==> config.mk <==
export PLATFORM = sky130hd
export DESIGN_NAME = reload_pwm_timer
export DESIGN_NICKNAME = d
export VERILOG_FILES = /design/src/hw/reload_pwm_timer_pkg.sv /design/src/hw/reload_pwm_timer.sv
export SDC_FILE = /design/constraint.sdc
export NUM_CORES = 1
export LEC_CHECK = 0
export CELL_PAD_IN_SITES_DETAIL_PLACEMENT = 1
export CELL_PAD_IN_SITES_GLOBAL_PLACEMENT = 2
export CORE_ASPECT_RATIO = 0.75
export CORE_MARGIN = 3
export CORE_UTILIZATION = 45
export CTS_BUF_LIST = sky130_fd_sc_hd__clkbuf_8
export DETAILED_ROUTE_END_ITERATION = 10
export DONT_BUFFER_PORTS = 1
export PLACE_DENSITY_LB_ADDON = 0.1
export SYNTH_ARGS = -nofsm -noshare
export SYNTH_HDL_FRONTEND = slang
export SYNTH_SLANG_ARGS = --single-unit
==> constraint.sdc <==
create_clock -name clk_i -period 5.8 [get_ports clk_i]
set_input_delay 1.74 -clock clk_i [delete_from_list [all_inputs] [get_ports clk_i]]
set_output_delay 1.74 -clock clk_i [all_outputs]
set_load 0.02 [all_outputs]
==> src/hw/reload_pwm_timer_pkg.sv <==
// constants, field layout and carrier types of the reload pwm timer
package reload_pwm_timer_pkg;
  localparam int ADDR_W = 10;
  localparam int BUS_W = 32;
  localparam int REG_W = 8;
  // register indices; byte address is four times the index
  localparam logic [7:0] IDX_DUTY0 = 8'h34;
  localparam logic [7:0] IDX_PWM_CTRL = 8'h35;
  localparam logic [7:0] IDX_CSR = 8'h36;
  localparam logic [7:0] IDX_COUNTER = 8'h37;
  localparam logic [7:0] IDX_RELOAD = 8'h38;
  localparam logic [7:0] IDX_CAP_CTRL = 8'h39;
  localparam logic [7:0] IDX_CAP_VAL1 = 8'h3a;
  // timer_control_status fields
  localparam int CSR_EXT = 7;
  localparam int CSR_PS_LO = 4;
  localparam int CSR_RUN = 3;
  localparam int CSR_FRL = 2;
  localparam int CSR_OIE = 1;
  localparam int CSR_OVF = 0;
  // pwm_output_control and capture_control_status fields
  localparam int PWM_OE_LO = 4;
  localparam int CAP_CS_LO = 4;
  localparam int CAP_CIE_LO = 2;
  // values after reset and counter limits
  localparam logic [7:0] REG_RESET = 8'h00;
  localparam logic [6:0] PRESC_RESET = 7'h00;
  localparam logic [7:0] COUNT_TOP = 8'hff;
  localparam logic [1:0] WORD_SHIFT = 2'h2;

  typedef struct packed {
    logic external_clock_select;
    logic [2:0] prescale_select;
    logic counter_run_enable;
    logic overflow_irq_enable;
  } timer_ctrl_type;

  localparam timer_ctrl_type CTRL_RESET = '0;

  // tap mask of the prescaler for a divide by two to the code
  function automatic logic [6:0] tap_mask(input logic [2:0] code);
    tap_mask = 7'(({7'h00, 1'b1} << code) - 8'h01);
  endfunction

  // word index of a byte address
  function automatic logic [7:0] word_index(input logic [ADDR_W-1:0] a);
    word_index = a[ADDR_W-1:WORD_SHIFT];
  endfunction
endpackage

==> src/hw/reload_pwm_timer.sv <==
// auto-reload pwm timer with capture inputs behind an avalon-mm slave
//
// Functional notes
// pwm frequency is counter rate over 256-reload
// output enable bit drives the channel pin
// overflow drives pins to polarity-selected level
// compare match returns pin to opposite level
// software keeps compare above reload for waveform
// duty resolution one step in 256-reload
// pwm generation stops while halted
// overflow sets flag, gated interrupt request
// external events counted until overflow flag
// software stops counter before halt on external clock
// selected capture edge latches counter, sets flag
// per channel edge select and interrupt enable
// capture blocked until value read; read clears flag
// capture interrupt follows flag and enable
// halt stops capture loads, keeps interrupt flags
// capture input passes two clock flip-flops
// unprescaled capture holds counter after event
// enabled capture edge in halt raises wake
// clock select picks cpu or external input
// prescale code divides by two to the code
// run enable low freezes counter and prescaler
// force reload write-only, loads reload, clears prescaler
// overflow flag at ff to reload, cleared by read
// counter reloads on overflow, prescaler untouched
// compare copied from duty register at overflow
// polarity change inverts output at once
// single bus access, read effects only on reads
module reload_pwm_timer
  import reload_pwm_timer_pkg::*;
#(
  parameter int NUM_PWM = 4,
  parameter int NUM_CAP = 2
) (
  input wire logic clk_i,
  input wire logic reset_i,
  input wire logic [ADDR_W-1:0] avs_address_i,
  input wire logic avs_read_i,
  input wire logic avs_write_i,
  input wire logic [BUS_W-1:0] avs_writedata_i,
  input wire logic [3:0] avs_byteenable_i,
  output logic [BUS_W-1:0] avs_readdata_o,
  output logic avs_waitrequest_o,
  input wire logic halt_i,
  input wire logic ext_clock_pin_i,
  input wire logic [NUM_CAP-1:0] capture_input_pin_i,
  output logic [NUM_PWM-1:0] pulse_out_pin_o,
  output logic [NUM_PWM-1:0] pulse_out_pin_oe_o,
  output logic overflow_irq_o,
  output logic [NUM_CAP-1:0] capture_irq_o,
  output logic wake_o
);

  if (NUM_PWM < 1 || NUM_PWM > 4 || NUM_CAP < 1 || NUM_CAP > 2) begin : g_chk
    $error("reload_pwm_timer: 1..4 pwm and 1..2 capture channels only");
  end

  timer_ctrl_type ctrl_reg;
  logic overflow_flag_reg;
  logic [REG_W-1:0] reload_value_reg;
  logic [REG_W-1:0] counter_reg;
  logic [6:0] presc_reg;
  logic [REG_W-1:0] duty_cycle_reg [NUM_PWM];
  logic [REG_W-1:0] channel_compare_value [NUM_PWM];
  logic [NUM_PWM-1:0] channel_out_enable;
  logic [NUM_PWM-1:0] channel_polarity;
  logic [NUM_PWM-1:0] phase_reg;
  logic [NUM_CAP-1:0] capture_edge_select;
  logic [NUM_CAP-1:0] capture_irq_enable;
  logic [NUM_CAP-1:0] capture_flag;
  logic [NUM_CAP-1:0] cf_seen_reg;
  logic [REG_W-1:0] capture_value_reg [NUM_CAP];
  logic [NUM_CAP-1:0] cap_s1_reg, cap_s2_reg, cap_s3_reg;
  logic ext_s1_reg, ext_s2_reg, ext_s3_reg;
  logic [BUS_W-1:0] readdata_reg;
  logic waitrequest_reg;

  logic req, accept, wr_lane, sample;
  logic [7:0] idx;
  logic input_tick, run, presc_step, count_tick, overflow;
  logic wr_csr, wr_counter, force_reload;
  logic [NUM_CAP-1:0] capture_event, cap_clear, cap_load;
  logic [REG_W-1:0] rd_mux;

  // bus decode: one wait cycle, then the access completes
  assign req = avs_read_i | avs_write_i;
  assign sample = req & waitrequest_reg;
  assign accept = req & ~waitrequest_reg;
  assign idx = word_index(avs_address_i);
  assign wr_lane = accept & avs_write_i & avs_byteenable_i[0];
  assign wr_csr = wr_lane & (idx == IDX_CSR);
  assign wr_counter = wr_lane & (idx == IDX_COUNTER);
  assign force_reload = wr_csr & avs_writedata_i[CSR_FRL];

  // waitrequest drops for exactly one cycle per request
  always_ff @(posedge clk_i) begin
    if (reset_i) begin
      waitrequest_reg <= 1'b1;
    end else begin
      waitrequest_reg <= ~sample;
    end
  end

  // read multiplexer; unmapped words read as zero
  always_comb begin
    rd_mux = REG_RESET;
    unique case (idx)
      IDX_PWM_CTRL: begin
        rd_mux = 8'(channel_out_enable) << PWM_OE_LO;
        rd_mux = rd_mux | 8'(channel_polarity);
      end
      IDX_CSR: begin
        rd_mux = {ctrl_reg.external_clock_select, ctrl_reg.prescale_select,
                  ctrl_reg.counter_run_enable, 1'b0,
                  ctrl_reg.overflow_irq_enable, overflow_flag_reg};
      end
      IDX_COUNTER: rd_mux = counter_reg;
      IDX_RELOAD: rd_mux = reload_value_reg;
      IDX_CAP_CTRL: begin
        rd_mux = (8'(capture_edge_select) << CAP_CS_LO) |
                 (8'(capture_irq_enable) << CAP_CIE_LO) | 8'(capture_flag);
      end
      default: begin
        for (int c = 0; c < NUM_PWM; c++) begin
          if (idx == 8'(IDX_DUTY0 - 8'(c))) rd_mux = duty_cycle_reg[c];
        end
        for (int c = 0; c < NUM_CAP; c++) begin
          if (idx == 8'(IDX_CAP_VAL1 + 8'(c))) rd_mux = capture_value_reg[c];
        end
      end
    endcase
  end

  // read data is sampled in the wait cycle and stands while wait is low
  always_ff @(posedge clk_i) begin
    if (reset_i) begin
      readdata_reg <= '0;
      cf_seen_reg <= '0;
    end else if (sample) begin
      readdata_reg <= avs_read_i ? {24'h000000, rd_mux} : '0;
      cf_seen_reg <= capture_flag; // only flags software saw get cleared
    end
  end

  // software-owned configuration registers
  always_ff @(posedge clk_i) begin
    if (reset_i) begin
      ctrl_reg <= CTRL_RESET;
      reload_value_reg <= REG_RESET;
      channel_out_enable <= '0;
      channel_polarity <= '0;
      capture_edge_select <= '0;
      capture_irq_enable <= '0;
      for (int c = 0; c < NUM_PWM; c++) duty_cycle_reg[c] <= REG_RESET;
    end else if (wr_lane) begin
      if (wr_csr) begin
        ctrl_reg.external_clock_select <= avs_writedata_i[CSR_EXT];
        ctrl_reg.prescale_select <= avs_writedata_i[CSR_PS_LO +: 3];
        ctrl_reg.counter_run_enable <= avs_writedata_i[CSR_RUN];
        ctrl_reg.overflow_irq_enable <= avs_writedata_i[CSR_OIE];
      end
      if (idx == IDX_RELOAD) reload_value_reg <= avs_writedata_i[7:0];
      if (idx == IDX_PWM_CTRL) begin
        channel_out_enable <= avs_writedata_i[PWM_OE_LO +: NUM_PWM];
        channel_polarity <= avs_writedata_i[NUM_PWM-1:0];
      end
      if (idx == IDX_CAP_CTRL) begin
        capture_edge_select <= avs_writedata_i[CAP_CS_LO +: NUM_CAP];
        capture_irq_enable <= avs_writedata_i[CAP_CIE_LO +: NUM_CAP];
      end
      for (int c = 0; c < NUM_PWM; c++) begin
        if (idx == 8'(IDX_DUTY0 - 8'(c))) begin
          duty_cycle_reg[c] <= avs_writedata_i[7:0];
        end
      end
    end
  end

  // external clock and capture pins pass two flip-flops, then an edge stage
  always_ff @(posedge clk_i) begin
    if (reset_i) begin
      ext_s1_reg <= 1'b0;
      ext_s2_reg <= 1'b0;
      ext_s3_reg <= 1'b0;
      cap_s1_reg <= '0;
      cap_s2_reg <= '0;
      cap_s3_reg <= '0;
    end else begin
      ext_s1_reg <= ext_clock_pin_i;
      ext_s2_reg <= ext_s1_reg;
      ext_s3_reg <= ext_s2_reg;
      cap_s1_reg <= capture_input_pin_i;
      cap_s2_reg <= cap_s1_reg;
      cap_s3_reg <= cap_s2_reg;
    end
  end

  // counting enables: input select, run gate, prescaler tap
  assign input_tick = ctrl_reg.external_clock_select ?
                      (ext_s2_reg & ~ext_s3_reg) : 1'b1;
  assign run = ctrl_reg.counter_run_enable & ~halt_i;
  assign presc_step = run & input_tick;
  assign count_tick = presc_step & ((presc_reg &
                      tap_mask(ctrl_reg.prescale_select)) ==
                      tap_mask(ctrl_reg.prescale_select));
  assign overflow = count_tick & (counter_reg == COUNT_TOP);

  // prescaler and counter; direct loads clear the prescaler
  always_ff @(posedge clk_i) begin
    if (reset_i) begin
      presc_reg <= PRESC_RESET;
      counter_reg <= REG_RESET;
    end else if (force_reload) begin
      presc_reg <= PRESC_RESET;
      counter_reg <= reload_value_reg;
    end else if (wr_counter) begin
      presc_reg <= PRESC_RESET;
      counter_reg <= avs_writedata_i[7:0];
    end else begin
      if (presc_step) presc_reg <= 7'(presc_reg + 7'h01);
      if (overflow) begin
        counter_reg <= reload_value_reg;
      end else if (count_tick) begin
        counter_reg <= 8'(counter_reg + 8'h01);
      end
    end
  end

  // overflow flag: set wins over the read that clears it
  always_ff @(posedge clk_i) begin
    if (reset_i) begin
      overflow_flag_reg <= 1'b0;
    end else if (overflow) begin
      overflow_flag_reg <= 1'b1;
    end else if (accept & avs_read_i & (idx == IDX_CSR)
                 & readdata_reg[CSR_OVF]) begin
      overflow_flag_reg <= 1'b0;
    end
  end

  // compare reload and pwm phase per channel
  always_ff @(posedge clk_i) begin
    if (reset_i) begin
      phase_reg <= '0;
      for (int c = 0; c < NUM_PWM; c++) begin
        channel_compare_value[c] <= REG_RESET;
      end
    end else begin
      for (int c = 0; c < NUM_PWM; c++) begin
        if (overflow) begin
          channel_compare_value[c] <= duty_cycle_reg[c];
          phase_reg[c] <= 1'b1;
        end else if (count_tick &
                     (counter_reg == channel_compare_value[c])) begin
          phase_reg[c] <= 1'b0;
        end
      end
    end
  end

  // pins follow phase and polarity every cycle
  always_ff @(posedge clk_i) begin
    if (reset_i) begin
      pulse_out_pin_o <= '0;
      pulse_out_pin_oe_o <= '0;
    end else begin
      pulse_out_pin_o <= phase_reg ^ channel_polarity;
      pulse_out_pin_oe_o <= channel_out_enable;
    end
  end

  // capture edges, clears and loads
  always_comb begin
    for (int c = 0; c < NUM_CAP; c++) begin
      capture_event[c] = capture_edge_select[c] ?
                         (cap_s2_reg[c] & ~cap_s3_reg[c]) :
                         (~cap_s2_reg[c] & cap_s3_reg[c]);
      cap_clear[c] = accept & avs_read_i & cf_seen_reg[c] &
                     (idx == 8'(IDX_CAP_VAL1 + 8'(c)));
      cap_load[c] = capture_event[c] & ~halt_i &
                    (~capture_flag[c] | cap_clear[c]);
    end
  end

  // capture registers hold the counter seen at the synchronised edge
  always_ff @(posedge clk_i) begin
    if (reset_i) begin
      capture_flag <= '0;
      for (int c = 0; c < NUM_CAP; c++) capture_value_reg[c] <= REG_RESET;
    end else begin
      for (int c = 0; c < NUM_CAP; c++) begin
        if (cap_load[c]) capture_value_reg[c] <= counter_reg;
        if (capture_event[c]) begin
          capture_flag[c] <= 1'b1;
        end else if (cap_clear[c]) begin
          capture_flag[c] <= 1'b0;
        end
      end
    end
  end

  // interrupt levels and halt wake-up
  always_ff @(posedge clk_i) begin
    if (reset_i) begin
      overflow_irq_o <= 1'b0;
      capture_irq_o <= '0;
      wake_o <= 1'b0;
    end else begin
      overflow_irq_o <= overflow_flag_reg & ctrl_reg.overflow_irq_enable;
      capture_irq_o <= capture_flag & capture_irq_enable;
      wake_o <= halt_i & |(capture_event & capture_irq_enable);
    end
  end

  assign avs_readdata_o = readdata_reg;
  assign avs_waitrequest_o = waitrequest_reg;
endmodule // reload_pwm_timer

Yosys cells after proc, flatten, opt, wreduce, memory -nomap -nowiden. Memory sizes are Yosys's and may differ from the RTL's. Cells that the tools add are included.

Add/sub/neg operators: 3. Multiply operators: 0. Div/mod/pow operators: 0. $lt $le $gt $ge: 0. Equality and inequality tests: 17. Shift operators: 1. Muxes and demuxes: 66. Bitwise gates (word level): 63. Reduce and logical (&&, ||, !) cells: 14.

Operator list (count): 8-bit two-way mux (21); 8-bit by 6-bit == test with 1-bit output, second input constant (11); 1-bit two-way mux (44); 8-bit case mux with 5 select lines (1); 1-bit bitwise AND (33); 8-bit == test (4); 2-bit nonzero test (7); 1-bit OR (13); 1-bit inverter (10); 8-bit by 1-bit adder with 8-bit output, second input constant (1); 8-bit == test, second input constant (1); 8-bit by 4-bit OR with 8-bit output (1); 2-bit AND reduction (4); 7-bit by 1-bit adder with 7-bit output, second input constant (1); 7-bit bitwise AND (1); 7-bit == test (1); 1-bit by 3-bit left shift with 7-bit output, first input constant (1); 7-bit by 1-bit subtractor with 7-bit output, second input constant (1); 6-bit by 2-bit OR with 6-bit output (1); 6-bit by 4-bit OR with 6-bit output (1); 2-bit bitwise AND (2); 4-bit nonzero test (1); 4-bit XOR (1); 3-bit OR reduction (1); 2-bit OR reduction (1).

Flip-flop bits (word level): 104. Bits in latches: 0. Memory bits (writable): 80. Memory bits (read-only): 0. Input port bits: 54. Output and inout port bits: 45. Memories kept: 3.

Memories: channel_compare_value (depth 4, bits a word 8, rd ports 4, clocked after Yosys merged registers in 0, write ports 4, line reload_pwm_timer.sv:66) `logic [REG_W-1:0] channel_compare_value [NUM_PWM];`; duty_cycle_reg (depth 4, bits a word 8, rd ports 4, clocked after Yosys merged registers in 0, write ports 4, line reload_pwm_timer.sv:65) `logic [REG_W-1:0] duty_cycle_reg [NUM_PWM];`; capture_value_reg (depth 2, bits a word 8, rd ports 2, clocked after Yosys merged registers in 0, write ports 2, line reload_pwm_timer.sv:74) `logic [REG_W-1:0] capture_value_reg [NUM_CAP];`.

Longest topological paths before layout.
Word-level depth: 11. Mapped depth: 8. Gate-level depth less buffers: 7.

Worst setup path after synthesis. Ideal clock, no wire load.

Kind: in2reg. Start: input halt_i. End: memory channel_compare_value[0][0] (enable). Arrival: 3.356 ns. Data required time: 5.411 ns. Setup slack: 2.055 ns. Cell stages on the path: 6. Cells stage by stage: nand2b_1 a21oi_2 and3b_1 buf_2 nand2_1 nand2_1.

RTL lines: from (decl) (line reload_pwm_timer.sv:46) `input wire logic halt_i,`; to (decl) (line reload_pwm_timer.sv:66).

Worst setup path in the final report.
Start: input avs_address_i[8]. End: register readdata_reg[5] (netlist: avs_readdata_o[5]).

Longest elaborated chain between the ends: 9. Elaborated cells on any way between the ends: 19. Classes of those cells: 11 x eq/ne; 8 x mux.

Ends and longest elaborated chain: from (decl) (line reload_pwm_timer.sv:39) `input wire logic [ADDR_W-1:0] avs_address_i,`; 8-bit by 6-bit == test with 1-bit output (line reload_pwm_timer.sv:127) `if (idx == 8'(IDX_DUTY0 - 8'(c))) rd_mux = duty_cycle_reg[c];`; 8-bit two-way mux (4 in a row) (line reload_pwm_timer.sv:127); 8-bit two-way mux (2 in a row) (line reload_pwm_timer.sv:130) `if (idx == 8'(IDX_CAP_VAL1 + 8'(c))) rd_mux = capture_value_reg[c];`; 8-bit case mux with 5 select lines (*) (line reload_pwm_timer.sv:109) `unique case (idx)`; 8-bit two-way mux (*) (line reload_pwm_timer.sv:142) `readdata_reg <= avs_read_i ? {24'h000000, rd_mux} : '0;`; to (signal assigned) (line reload_pwm_timer.sv:142); to (decl) (line reload_pwm_timer.sv:77) `logic [BUS_W-1:0] readdata_reg;`.

Mark *: on every way between the ends. The rest lies on a longest branch, timed or not. A chain may end at the register's enable or synchronous reset.

==> metrics.txt <==
# TYPE chip_impl_metric gauge
chip_impl_metric{name="grt_pass1_wl",unit="microns"} 36500
chip_impl_metric{name="wl_per_cell",unit="microns"} 24.8
chip_impl_metric{name="timing.setup.tns",unit="ns"} 0
chip_impl_info{name="rsz_0062_raised_after_global_routing",value="no"} 1
chip_impl_metric{name="chipWidth",unit="microns"} 158
chip_impl_metric{name="number_of_stages_on_the_worst_hold_path",unit=""} 1
chip_impl_metric{name="flow.area_growth_from_synthesis",unit="%"} 5.55
chip_impl_metric{name="port-buffer-count",unit=""} 0
chip_impl_metric{name="cts_resized",unit=""} 0
chip_impl_info{name="crit_start",value="avs_address_i[8]"} 1
chip_impl_metric{name="max-clock-path-buffers",unit=""} 2
chip_impl_metric{name="num_vias",unit=""} 5956
chip_impl_metric{name="sequential_area_share_after_synthesis",unit=""} 0.515
chip_impl_metric{name="timing.fmax",unit="MHz"} 257
chip_impl_info{name="status",value="completed"} 1
chip_impl_info{name="worstHoldPathType",value="register to register"} 1
chip_impl_metric{name="wl",unit="microns"} 24300
chip_impl_metric{name="max_stage_delay",unit="ns"} 0.88
chip_impl_metric{name="final_nets",unit=""} 813
chip_impl_info{name="worst_min_path_start",value="cap_s1_reg[1]"} 1
chip_impl_metric{name="cap_violations",unit=""} 0
chip_impl_metric{name="pin_count_of_the_biggest_net_entering_global_routing",unit=""} 60
chip_impl_metric{name="core-area",unit="sq mm"} 0.0165
chip_impl_metric{name="postLayoutCellArea",unit="sq mm"} 0.00820
chip_impl_metric{name="peakVddDrop",unit="uV"} 107
chip_impl_metric{name="clock_latency",unit="ns"} 0.49
chip_impl_metric{name="post_synth_instance_area",unit="sq mm"} 0.00777
chip_impl_metric{name="avg_vias_per_cell",unit=""} 6.08
chip_impl_metric{name="synth-edff-count",unit=""} 80
chip_impl_metric{name="netlist_instances",unit=""} 773
chip_impl_metric{name="io_pins",unit=""} 99
chip_impl_metric{name="pwr_density_cell",unit="mW/mm^2"} 262
chip_impl_metric{name="count_of_unique_library_cells_instantiated_by_yosys",unit=""} 59
chip_impl_metric{name="floorplan.initialDensity",unit=""} 0.472
chip_impl_metric{name="dieArea",unit="sq mm"} 0.0189
chip_impl_metric{name="cts_num_sinks",unit=""} 160
chip_impl_info{name="timing.rr.start",value="counter_reg[4]"} 1
chip_impl_metric{name="antenna-diode-count",unit=""} 0
chip_impl_metric{name="dp.final_hpwl",unit="microns"} 17000
chip_impl_metric{name="drt_iter0_drc",unit=""} 602
chip_impl_metric{name="postSynthRegisterBits",unit=""} 160
chip_impl_metric{name="dpl_cell_area",unit="sq mm"} 0.00782
chip_impl_metric{name="worst_slew_pin_slew",unit="ns"} 1.04
chip_impl_metric{name="die_height",unit="microns"} 120
chip_impl_metric{name="timing.max_slew.rel_slack",unit=""} 0.302
chip_impl_info{name="ctsRootBufferMaster",value="sky130_fd_sc_hd__clkbuf_8"} 1
chip_impl_info{name="critPathCaptureType",value="register"} 1
chip_impl_metric{name="htreeDepth",unit=""} 4
chip_impl_metric{name="cts_made_buffers",unit=""} 17
chip_impl_metric{name="grt_use_met3",unit=""} 0.0555
chip_impl_metric{name="first_pass_drt_iterations",unit=""} 5
chip_impl_metric{name="cp.required",unit="ns"} 6.15
chip_impl_metric{name="grt_usage",unit=""} 0.262
chip_impl_metric{name="core.rowCount",unit=""} 40
chip_impl_metric{name="postCtsSetupBuffers",unit=""} 0
chip_impl_metric{name="min_period_over_period",unit=""} 0.670
chip_impl_metric{name="p_leak",unit="nW"} 3.12
chip_impl_metric{name="final_max_slew_violation_count",unit=""} 0
chip_impl_metric{name="post_cts_hold_buffer_count",unit=""} 0
chip_impl_info{name="criticalPathCategory",value="input pin to register"} 1
chip_impl_metric{name="worst_clock_skew",unit="ns"} 0.0172
chip_impl_metric{name="antenna_violations_before_repair",unit=""} 1
chip_impl_info{name="leading_register_cell_type_out_of_synthesis",value="sky130_fd_sc_hd__edfxtp_1"} 1
chip_impl_metric{name="grt_pass1_vias",unit=""} 5934
chip_impl_metric{name="global_route.usage.met1",unit=""} 0.378
chip_impl_metric{name="ys_async_sr_fraction",unit=""} 0
chip_impl_metric{name="remaining_drc_errors",unit=""} 0
chip_impl_metric{name="post-route-util",unit=""} 0.498
chip_impl_info{name="busiest_layer",value="met2"} 1
chip_impl_metric{name="critPathArrivalTime",unit="ns"} 4.23
chip_impl_metric{name="place.gp.congestion",unit=""} 0.850
chip_impl_metric{name="grt.met2_usage",unit=""} 0.391
chip_impl_metric{name="crit_path_max_fanout",unit=""} 17
chip_impl_metric{name="finalCriticalPeriod",unit="ns"} 3.89
chip_impl_metric{name="clk_pin_slew",unit="ns"} 0.09
chip_impl_info{name="tritoncts",value="built"} 1
chip_impl_metric{name="antenna_violating_nets_post_route",unit=""} 0
chip_impl_metric{name="timing_hold_violations_final",unit=""} 0
chip_impl_metric{name="r2r.worst_path.cells",unit=""} 6
chip_impl_info{name="start_kind",value="input pin"} 1
chip_impl_metric{name="ys.warnings.count",unit=""} 0
chip_impl_metric{name="gr-total-overflow",unit=""} 0
chip_impl_metric{name="setup_violations",unit=""} 0
chip_impl_info{name="highest_delay_cell_along_the_critical_path",value="sky130_fd_sc_hd__nor2_2"} 1
chip_impl_metric{name="avgSynthCellArea",unit="sq um"} 10.1
chip_impl_metric{name="drive_above_1_share",unit=""} 0.0740
chip_impl_info{name="crit_chain",value="nand4bb_1 -> nor2_2 -> o21ai_0 -> a221oi_1 -> o31ai_1"} 1
## layer usage
layer	up-vias	share of wire
li1	2686	-
met1	3009	0.46
met2	222	0.44
met3	39	0.070
met4	0	0.023
met5	-	0
## report_power, final
part | internal [mW] | total [mW] | leakage [nW] | switching, mW
Combinational | 0.0302 | 0.106 | 1.45 | 0.0758
Sequential | 1.21 | 1.22 | 1.47 | 0.0147
Clock | 0.375 | 0.822 | 0.205 | 0.447
Total | 1.61 | 2.15 | 3.12 | 0.537
## cell type report
type,count,area [sq um]
timing repair buffer,9,67.6
sequential,160,4000
clock buffer,20,275
inverter,16,60.1
multi-input combinational,553,3430
fill,1806,8260
clock inverter,12,108
tap,210,263
## critical path, delay by kind of cell
family / cells / cell delay [ns]
and+or+nand+nor: 2 / 1.48
AOI/OAI and AO/OA: 3 / 1.01
## cell usage in the layout, fill, tap and decap left out, types with 7 or more instances in the layout
master / netlist / layout
sky130_fd_sc_hd__nand4_1: 14 / 14
sky130_fd_sc_hd__and2_1: 40 / 40
sky130_fd_sc_hd__nor2_1: 64 / 64
sky130_fd_sc_hd__clkbuf_8: 0 / 20
sky130_fd_sc_hd__nor3_1: 9 / 9
sky130_fd_sc_hd__nor2b_1: 17 / 17
sky130_fd_sc_hd__nand2_1: 57 / 57
sky130_fd_sc_hd__nand3_1: 23 / 23
sky130_fd_sc_hd__xnor2_1: 41 / 41
sky130_fd_sc_hd__buf_4: 27 / 9
sky130_fd_sc_hd__conb_1: 1 / 24
sky130_fd_sc_hd__nand2b_1: 7 / 7
sky130_fd_sc_hd__dfxtp_1: 80 / 80
sky130_fd_sc_hd__o31ai_1: 7 / 7
sky130_fd_sc_hd__and3_1: 37 / 37
sky130_fd_sc_hd__o21ai_0: 34 / 34
sky130_fd_sc_hd__mux2i_1: 38 / 38
sky130_fd_sc_hd__o22ai_1: 10 / 10
sky130_fd_sc_hd__edfxtp_1: 80 / 80
sky130_fd_sc_hd__a21oi_1: 46 / 46
sky130_fd_sc_hd__inv_1: 15 / 16
## worst paths after layout
check,to,slack (ns)
worst max-delay path,avs_readdata_o[5],1.91
worst min-delay path,cap_s2_reg[1],0.44
worst max register to register,counter_reg[0],2.75
worst min register to register,cap_s2_reg[1],0.44
## kinds of logic after synthesis
| group | share of synthesized area |
|---|---|
| adders and majority gates | 0.00322 |
| buffers and inverters | 0.0551 |
| AOI/OAI and AO/OA | 0.122 |
| DFF | 0.515 |
| and+or+nand+nor | 0.202 |
| xor gates and xnor gates | 0.0530 |
| muxes | 0.0489 |
| other | 0.000483 |
## Yosys cell counts, types with 23 or more instances
master,instances,area [sq um]
sky130_fd_sc_hd__and3_1,37,231
sky130_fd_sc_hd__dfxtp_1,80,1600
sky130_fd_sc_hd__xnor2_1,41,359
sky130_fd_sc_hd__and2_1,40,250
sky130_fd_sc_hd__a21oi_1,46,230
sky130_fd_sc_hd__mux2i_1,38,380
sky130_fd_sc_hd__clkbuf_1,24,90.1
sky130_fd_sc_hd__buf_4,27,203
sky130_fd_sc_hd__edfxtp_1,80,2400
sky130_fd_sc_hd__nor2_1,64,240
sky130_fd_sc_hd__nand2_1,57,214
sky130_fd_sc_hd__nand3_1,23,115
sky130_fd_sc_hd__o21ai_0,34,170
## metrics by stage
stage,total power [mW],cells,setup slack [ns],hold WS (ns)
after detailed placement,1.35,948,1.58,0.429
final,2.15,980,1.91,0.445
after floorplan,1.34,796,2.05,0.414
after global routing,2.22,980,1.88,0.460
after CTS,2.16,980,2.08,0.449
after global placement,1.35,948,1.67,0.416
(Power assumes the default switching activity.)
